### src/pmmux_consts.svh
// Constants of the port M low-pin signal multiplexer.
// Assumes inclusion by the package and the multiplexer module only.
// Functional notes
// - In 64/100-pin packages pin 3 carries serial B transmit when enabled, above GPIO.
// - In 64/100-pin packages pin 2 is serial B receive input when enabled, above GPIO.
// - Outside the 20-pin package an enabled CAN drives its transmit out on pin 1 first.
// - In the 32-pin package pin 1 carries serial A transmit after CAN, before GPIO.
// - In the 48-pin package pin 1 carries serial B transmit after CAN, before GPIO.
// - Outside the 20-pin package an enabled CAN takes pin 0 as input for its receive.
// - While CAN owns pin 0 the pulldown selection on that pin has no effect.
// - In the 32-pin package pin 0 is serial A receive input after CAN, before GPIO.
// - In the 48-pin package pin 0 is serial B receive input after CAN, before GPIO.
`ifndef PMMUX_CONSTS_SVH
`define PMMUX_CONSTS_SVH
// ============================================================
// Register offsets
`define PMMUX_OFS_DATA 8'h00
`define PMMUX_OFS_DIR 8'h04
`define PMMUX_OFS_PULLEN 8'h08
`define PMMUX_OFS_PULLPOL 8'h0c
`define PMMUX_OFS_STATUS 8'h10
// ============================================================
// Field positions, reset values and answers
`define PMMUX_STAT_OWN_LSB 4
`define PMMUX_RST_FIELD 4'h0
`define PMMUX_IDLE_RX 1'b1
`define PMMUX_RESP_OKAY 2'h0
`define PMMUX_RESP_SLVERR 2'h2
`endif

### src/pmmux_pkg.sv
// Types of the port M low-pin signal multiplexer.
// Assumes the constants header is on the include path.
`include "pmmux_consts.svh"
package pmmux_pkg;
  typedef enum logic [1:0] {
    PMMUX_PKG20 = 2'b00,
    PMMUX_PKG32 = 2'b01,
    PMMUX_PKG48 = 2'b10,
    PMMUX_PKG64 = 2'b11
  } pmmux_variant_t;
  typedef struct packed {
    logic awvalid;
    logic [31:0] awaddr;
    logic wvalid;
    logic [31:0] wdata;
    logic [3:0] wstrb;
    logic bready;
    logic arvalid;
    logic [31:0] araddr;
    logic rready;
  } pmmux_axil_req_t;
  typedef struct packed {
    logic awready;
    logic wready;
    logic bvalid;
    logic [1:0] bresp;
    logic arready;
    logic rvalid;
    logic [31:0] rdata;
    logic [1:0] rresp;
  } pmmux_axil_rsp_t;
  typedef struct packed {
    logic canEn;
    logic canTx;
    logic serialATxEn;
    logic serialATx;
    logic serialATxDrive;
    logic serialARxEn;
    logic serialBTxEn;
    logic serialBTx;
    logic serialBTxDrive;
    logic serialBRxEn;
  } pmmux_periph_t;
  typedef struct packed {
    logic canRx;
    logic serialARx;
    logic serialBRx;
  } pmmux_rx_t;
  typedef struct packed {
    logic haveAw;
    logic haveW;
    logic [7:0] awAddr;
    logic [3:0] wData;
    logic wLane0;
    logic [3:0] gpoData;
    logic [3:0] gpoDir;
    logic [3:0] pullEn;
    logic [3:0] pullPol;
    pmmux_axil_rsp_t rsp;
    logic [3:0] pinOut;
    logic [3:0] pinOeN;
    logic [3:0] pullEnOut;
    logic [3:0] pullPolOut;
    logic [3:0] owned;
    pmmux_rx_t rx;
  } pmmux_state_t;
endpackage : pmmux_pkg
### src/pmmux.sv
// Port M pins 3..0 multiplexer with its AXI4-Lite register slave.
// Assumes synchronous pin inputs and peripheral enables from on-chip controllers.
//
// The address map and register access over AXI4-Lite are this design's own decisions.
`include "pmmux_consts.svh"
module pmmux
  import pmmux_pkg::*;
#(
  parameter pmmux_variant_t PKG_VARIANT = PMMUX_PKG64,
  parameter int ADDR_W = 8
) (
  input wire logic clock,
  input wire logic arst_n,
  input wire pmmux_axil_req_t axiReq,
  output pmmux_axil_rsp_t axiRsp,
  input wire pmmux_periph_t periph,
  output pmmux_rx_t periphRx,
  input wire logic [3:0] pinIn,
  output logic [3:0] pinOut,
  output logic [3:0] pinOeN,
  output logic [3:0] pullEnable,
  output logic [3:0] pullPolarity
);
  // ============================================================
  // Elaboration checks
  if (ADDR_W < 5 || ADDR_W > 32) begin : g_bad_addr
    $error("ADDR_W must lie between 5 and 32");
  end

  localparam logic IS20 = (PKG_VARIANT == PMMUX_PKG20);
  localparam logic IS32 = (PKG_VARIANT == PMMUX_PKG32);
  localparam logic IS48 = (PKG_VARIANT == PMMUX_PKG48);
  localparam logic IS64 = (PKG_VARIANT == PMMUX_PKG64);

  pmmux_state_t q;
  pmmux_state_t d;
  logic [3:0] pOut;
  logic [3:0] pOeN;
  logic [3:0] own;
  logic [7:0] rdAddr;
  logic wrHit;

  // ============================================================
  // Pin ownership and routing
  always_comb begin
    // Unowned pins fall back to GPIO; the loop covers every bit alike.
    for (int i = 0; i < 4; i++) begin
      pOut[i] = q.gpoData[i];
      pOeN[i] = ~q.gpoDir[i];
    end
    own = 4'h0;
    if (IS64 && periph.serialBTxEn) begin
      own[3] = 1'b1;
      pOut[3] = periph.serialBTx;
      pOeN[3] = ~periph.serialBTxDrive;
    end
    if (IS64 && periph.serialBRxEn) begin
      own[2] = 1'b1;
      pOeN[2] = 1'b1;
    end
    if (!IS20 && periph.canEn) begin
      own[1:0] = 2'h3;
      pOut[1] = periph.canTx;
      pOeN[1] = 1'b0;
      pOeN[0] = 1'b1;
    end else begin
      if (IS32 && periph.serialATxEn) begin
        own[1] = 1'b1;
        pOut[1] = periph.serialATx;
        pOeN[1] = ~periph.serialATxDrive;
      end else if (IS48 && periph.serialBTxEn) begin
        own[1] = 1'b1;
        pOut[1] = periph.serialBTx;
        pOeN[1] = ~periph.serialBTxDrive;
      end
      if (IS32 && periph.serialARxEn) begin
        own[0] = 1'b1;
        pOeN[0] = 1'b1;
      end else if (IS48 && periph.serialBRxEn) begin
        own[0] = 1'b1;
        pOeN[0] = 1'b1;
      end
    end
  end

  // ============================================================
  // Next state: register slave and registered pin outputs
  always_comb begin
    d = q;
    d.pinOut = pOut;
    d.pinOeN = pOeN;
    d.owned = own;
    d.pullPolOut = q.pullPol;
    d.pullEnOut = q.pullEn;
    if (!IS20 && periph.canEn) begin
      d.pullEnOut[0] = 1'b0;
    end
    d.rx.canRx = (!IS20 && periph.canEn) ? pinIn[0] : `PMMUX_IDLE_RX;
    d.rx.serialARx = `PMMUX_IDLE_RX;
    if (IS32 && own[0] && !periph.canEn) begin
      d.rx.serialARx = pinIn[0];
    end
    d.rx.serialBRx = `PMMUX_IDLE_RX;
    if (IS64 && periph.serialBRxEn) begin
      d.rx.serialBRx = pinIn[2];
    end else if (IS48 && own[0] && !periph.canEn) begin
      d.rx.serialBRx = pinIn[0];
    end
    // Write channel: address and data are taken in either order.
    if (axiReq.awvalid && q.rsp.awready) begin
      d.haveAw = 1'b1;
      d.awAddr = axiReq.awaddr[7:0];
    end
    if (axiReq.wvalid && q.rsp.wready) begin
      d.haveW = 1'b1;
      d.wData = axiReq.wdata[3:0];
      d.wLane0 = axiReq.wstrb[0];
    end
    wrHit = 1'b1;
    if (q.haveAw && q.haveW && !q.rsp.bvalid) begin
      d.haveAw = 1'b0;
      d.haveW = 1'b0;
      d.rsp.bvalid = 1'b1;
      unique case (q.awAddr)
        `PMMUX_OFS_DATA: if (q.wLane0) d.gpoData = q.wData;
        `PMMUX_OFS_DIR: if (q.wLane0) d.gpoDir = q.wData;
        `PMMUX_OFS_PULLEN: if (q.wLane0) d.pullEn = q.wData;
        `PMMUX_OFS_PULLPOL: if (q.wLane0) d.pullPol = q.wData;
        default: wrHit = 1'b0;
      endcase
      d.rsp.bresp = wrHit ? `PMMUX_RESP_OKAY : `PMMUX_RESP_SLVERR;
    end else if (q.rsp.bvalid && axiReq.bready) begin
      d.rsp.bvalid = 1'b0;
    end
    // Ready is withheld while a response waits, so at most one write is in flight.
    d.rsp.awready = !d.haveAw && !d.rsp.bvalid;
    d.rsp.wready = !d.haveW && !d.rsp.bvalid;
    // Read channel: data answers on the edge that takes the address.
    rdAddr = axiReq.araddr[7:0];
    if (axiReq.arvalid && q.rsp.arready) begin
      d.rsp.rvalid = 1'b1;
      d.rsp.rresp = `PMMUX_RESP_OKAY;
      d.rsp.rdata = 32'h0;
      unique case (rdAddr)
        `PMMUX_OFS_DATA: d.rsp.rdata[3:0] = q.gpoData;
        `PMMUX_OFS_DIR: d.rsp.rdata[3:0] = q.gpoDir;
        `PMMUX_OFS_PULLEN: d.rsp.rdata[3:0] = q.pullEn;
        `PMMUX_OFS_PULLPOL: d.rsp.rdata[3:0] = q.pullPol;
        `PMMUX_OFS_STATUS: begin
          d.rsp.rdata[3:0] = pinIn;
          d.rsp.rdata[`PMMUX_STAT_OWN_LSB +: 4] = q.owned;
        end
        default: d.rsp.rresp = `PMMUX_RESP_SLVERR;
      endcase
    end else if (q.rsp.rvalid && axiReq.rready) begin
      d.rsp.rvalid = 1'b0;
    end
    d.rsp.arready = !d.rsp.rvalid;
  end

  always_ff @(posedge clock or negedge arst_n) begin
    if (!arst_n) begin
      q <= '0;
      q.gpoData <= `PMMUX_RST_FIELD;
      q.gpoDir <= `PMMUX_RST_FIELD;
      q.pullEn <= `PMMUX_RST_FIELD;
      q.pullPol <= `PMMUX_RST_FIELD;
      q.pinOeN <= 4'hf;
      q.rx <= '1;
    end else begin
      q <= d;
    end
  end

  assign axiRsp = q.rsp;
  assign periphRx = q.rx;
  assign pinOut = q.pinOut;
  assign pinOeN = q.pinOeN;
  assign pullEnable = q.pullEnOut;
  assign pullPolarity = q.pullPolOut;
endmodule : pmmux

### config.mk
export PLATFORM = sky130hd
export DESIGN_NAME = pmmux
export DESIGN_NICKNAME = d
export VERILOG_FILES = /design/src/pmmux_pkg.sv /design/src/pmmux.sv
export VERILOG_INCLUDE_DIRS = /design/src /design/src/src
export SDC_FILE = /design/constraint.sdc
export NUM_CORES = 1
export LEC_CHECK = 0
export BUFFER_PORTS_ARGS = -buffer_cell sky130_fd_sc_hd__buf_2
export CORE_MARGIN = 2
export CORE_UTILIZATION = 44
export CTS_CLUSTER_DIAMETER = 50
export CTS_CLUSTER_SIZE = 40
export DETAILED_ROUTE_END_ITERATION = 8
export PLACE_DENSITY = 0.91
export SYNTH_ARGS = -nofsm -noshare
export SYNTH_HDL_FRONTEND = slang
export SYNTH_SLANG_ARGS = --single-unit
### constraint.sdc
create_clock -name clock -period 2 [get_ports clock]
set_clock_uncertainty 0.1 [all_clocks]
set_input_delay 0.2 -clock clock [delete_from_list [all_inputs] [get_ports clock]]
set_output_delay 0.2 -clock clock [all_outputs]
set_load 0.1 [all_outputs]
==> metrics.txt <==
# TYPE chip_impl_metric gauge
chip_impl_metric{name="finalHoldViolCount",unit=""} 0
chip_impl_metric{name="max_freq",unit="GHz"} 0.5220
chip_impl_info{name="critical_path_class",value="flop to flop"} 1
chip_impl_metric{name="finalWeightedCongestion",unit=""} 0.8555
chip_impl_metric{name="area_growth",unit="%"} 19.61
chip_impl_metric{name="antenna_violating_nets_post_route",unit=""} 0
chip_impl_info{name="cts.root.buffer_cell",value="clkbuf_8"} 1
chip_impl_metric{name="starting_density_of_the_core",unit="%"} 45.13
chip_impl_metric{name="timing.max_slew.rel_slack",unit="%"} 54.60
chip_impl_metric{name="first_global_vias",unit=""} 1932
chip_impl_info{name="cts_tree",value="built"} 1
chip_impl_metric{name="mappedNetlistArea",unit="um2"} 3049
chip_impl_metric{name="hpwlAfterDp",unit="um"} 4085
chip_impl_metric{name="vias_per_cell",unit=""} 4.815
chip_impl_metric{name="rows",unit=""} 30
chip_impl_metric{name="grt_antenna_before_repair",unit=""} 0
chip_impl_info{name="synth_top_cells_by_area",value="dfrtp_1, buf_4, mux2_2"} 1
chip_impl_metric{name="die_area",unit="um2"} 7612
chip_impl_metric{name="grt_pass1_wl",unit="um"} 9059
chip_impl_metric{name="clock_tree.htree_level_count",unit=""} 3
chip_impl_metric{name="finalSetupViolCount",unit=""} 0
chip_impl_metric{name="postRouteWirelength",unit="um"} 5657
chip_impl_metric{name="finalCritPeriodShare",unit="%"} 95.78
chip_impl_metric{name="cts_setup_buffers",unit=""} 0
chip_impl_metric{name="diodes",unit=""} 0
chip_impl_metric{name="static-leakage-power",unit="nW"} 1.828
chip_impl_metric{name="clockBufferDepth",unit=""} 2
chip_impl_metric{name="clk_pin_slew_worst_paths",unit="ns"} 0.07
chip_impl_info{name="run_status",value="finished, final reports clean"} 1
chip_impl_metric{name="powerDensity",unit="nW/um2"} 1274
chip_impl_metric{name="drv_cap",unit=""} 0
chip_impl_metric{name="grt_max_degree",unit=""} 38
chip_impl_metric{name="post_drt_wl_per_cell",unit="um"} 14.18
chip_impl_metric{name="fin_nets",unit=""} 435
chip_impl_metric{name="drc_errors",unit=""} 0
chip_impl_metric{name="n_fill_cell",unit=""} 574
chip_impl_info{name="synth.largest_area_cell",value="dfrtp_1"} 1
chip_impl_metric{name="peakVddDrop",unit="uV"} 1454
chip_impl_metric{name="cts_made_buffers",unit=""} 9
chip_impl_metric{name="timing.critical_path.required",unit="ns"} 2.11
chip_impl_metric{name="ys_warn_count",unit=""} 0
chip_impl_metric{name="synth-edff-count",unit=""} 0
chip_impl_metric{name="postSynthCellCount",unit=""} 244
chip_impl_info{name="ys_top_cells_by_count",value="buf_4, dfrtp_1, mux2_2"} 1
chip_impl_info{name="startpoint_type",value="flop"} 1
chip_impl_metric{name="pre_cts_ws",unit="ns"} -0.003400
chip_impl_metric{name="postSynth.asyncResetShare",unit="%"} 100.0
chip_impl_metric{name="cts.sink_count",unit=""} 66
chip_impl_metric{name="report.final.slew_viol_count",unit=""} 0
chip_impl_metric{name="synth.lib_cells_used.distinct",unit=""} 31
chip_impl_metric{name="critical_path_arrival",unit="ns"} 2.02
chip_impl_metric{name="synth_seq_area_share",unit="%"} 54.41
chip_impl_metric{name="die-width",unit="um"} 87.25
chip_impl_info{name="synth-main-ff-cell",value="dfrtp_1"} 1
chip_impl_metric{name="core",unit="um2"} 6756
chip_impl_metric{name="dr_total_vias",unit=""} 1921
chip_impl_metric{name="drt_pre_antenna_iters",unit=""} 4
chip_impl_metric{name="ctsResizeCount",unit=""} 0
chip_impl_info{name="critical_path.endpoint_type",value="flop"} 1
chip_impl_metric{name="post_route_cells_drive_above_1_share",unit="%"} 39.50
chip_impl_metric{name="worstPathMaxFanout",unit=""} 5
chip_impl_metric{name="place.port_buffers",unit=""} 70
chip_impl_metric{name="floorplan.io_pins",unit=""} 181
chip_impl_metric{name="tightestPinTransition",unit="ns"} 0.6719
chip_impl_metric{name="final_min_period",unit="ns"} 1.916
chip_impl_metric{name="setup_ws",unit="ns"} 0.08438
chip_impl_info{name="hold_path.class",value="primary input to flop"} 1
chip_impl_metric{name="netlist.area_leader.share",unit="%"} 49.24
chip_impl_metric{name="fin_tns_setup",unit="ns"} 0
chip_impl_metric{name="syn_area_per_cell",unit="um2"} 12.50
chip_impl_metric{name="power",unit="mW"} 4.647
chip_impl_metric{name="drt-initial-drc-count",unit=""} 76
chip_impl_metric{name="grtUsageTotal",unit="%"} 15.74
chip_impl_metric{name="global_route.overflow_total",unit=""} 0
chip_impl_metric{name="final_core_util",unit="%"} 53.98
chip_impl_metric{name="clk_latency",unit="ns"} 0.33
chip_impl_metric{name="y_dimension_of_the_die",unit="um"} 87.25
chip_impl_metric{name="hold_ws",unit="ns"} 0.09852
chip_impl_info{name="grt_setup_unrepaired",value="no"} 1
chip_impl_metric{name="postSynthRegisterBits",unit=""} 66
[final timing paths]
kind	startpoint	to	slack, ns	depth (start not counted)
max in group asynchronous	arst_n	d[12]$_DFFE_PN0P_	0.96	3
hold reg to reg	d[14]$_DFFE_PN0P_	pullEnable[3]$_DFF_PN0_	0.29	0
setup / recovery	q[89]$_DFFE_PN0P_	d[12]$_DFFE_PN0P_	0.08	3
min in group asynchronous	arst_n	pinOut[0]$_DFF_PN0_	0.14	2
setup reg to reg	q[89]$_DFFE_PN0P_	d[12]$_DFFE_PN0P_	0.08	3
hold / removal	axiReq[2]	axiRsp[1]$_DFFE_PN0P_	0.1	3
[stage by stage]
step / instance area, um2 / instances
6_report: 3647 / 399
5_1_grt: 3647 / 399
4_1_cts: 3647 / 399
3_5_place_dp: 3154 / 358
3_3_place_gp: 3154 / 358
2_1_floorplan: 3143 / 269
[worst max-delay path, cell delays in order, from the launching register on]
cell	delay [ns]
dfrtp_1	0.38
or4_4	0.62
nor4_4	0.32
mux2_1	0.36
[routing by layer]
layer	global-route usage (%)	routed length (um)
met1	17.63	2271
met2	28.31	2923
met3	6.066	418
met4	3.357	45
met5	0	0
[where the power goes]
| group | internal (mW) | leakage [nW] | switching [mW] | total, mW |
|---|---|---|---|---|
| Clock | 0.832 | 0.117 | 0.490 | 1.32 |
| Sequential | 1.61 | 0.839 | 0.216 | 1.83 |
| Combinational | 0.392 | 0.872 | 1.10 | 1.50 |
| Total | 2.84 | 1.83 | 1.81 | 4.65 |
[cells in the final DEF, fill, tap and decap left out, types with 3 or more instances in the layout]
cell type / netlist / routed
o221ai_1: 4 / 4
conb_1: 2 / 27
bufinv_16: 0 / 3
clkbuf_8: 0 / 9
nand2_1: 16 / 16
nor4_4: 4 / 4
dlygate4sd3_1: 0 / 25
nand2b_1: 4 / 4
nor2_1: 4 / 4
buf_2: 0 / 70
mux2_1: 16 / 16
and2_1: 3 / 3
dfrtp_1: 60 / 60
nor3_1: 3 / 3
o21ai_0: 6 / 6
a22oi_1: 4 / 4
mux2_2: 23 / 23
dfstp_2: 6 / 6
inv_1: 6 / 6
buf_4: 60 / 4
[registers in the layout, summed over array words and instances (netlist names)]
| name | flops |
|---|---|
| q | 25 |
| axiRsp | 14 |
| d | 9 |
| pinOeN | 4 |
| pinOut | 4 |
| pullEnable | 4 |
| pullPolarity | 4 |
| periphRx | 2 |
[cell type report]
| class | instances | area, um2 | share of cell area, % |
|---|---|---|---|
| Clock buffer | 10 | 127.6 | 3.499 |
| Clock inverter | 6 | 115.1 | 3.156 |
| Inverter | 6 | 22.52 | 0.6175 |
| Multi-Input combinational cell | 132 | 992.2 | 27.20 |
| Sequential cell | 66 | 1659 | 45.49 |
| Tap cell | 80 | 100.1 | 2.744 |
| Timing Repair Buffer | 99 | 630.6 | 17.29 |
[what timing repair did]
item | CTS | global route
hold buffers | 25 | 0
hold endpoints to repair | 55 | 0
setup endpoints to repair | 6 | 1
gates cloned | 0 | 0
pin swaps | 3 | 2
[kinds of logic after synthesis]
| group | after synthesis | share of synthesized area, % |
|---|---|---|
| AO/OA/AOI/OAI | 18 | 4.062 |
| buffers and inverters | 71 | 16.13 |
| flip-flops | 66 | 54.41 |
| multiplexers | 40 | 14.73 |
| other | 2 | 0.2463 |
| AND/OR/NAND/NOR | 47 | 10.42 |
No activity file was read; power rests on OpenSTA's default activity.
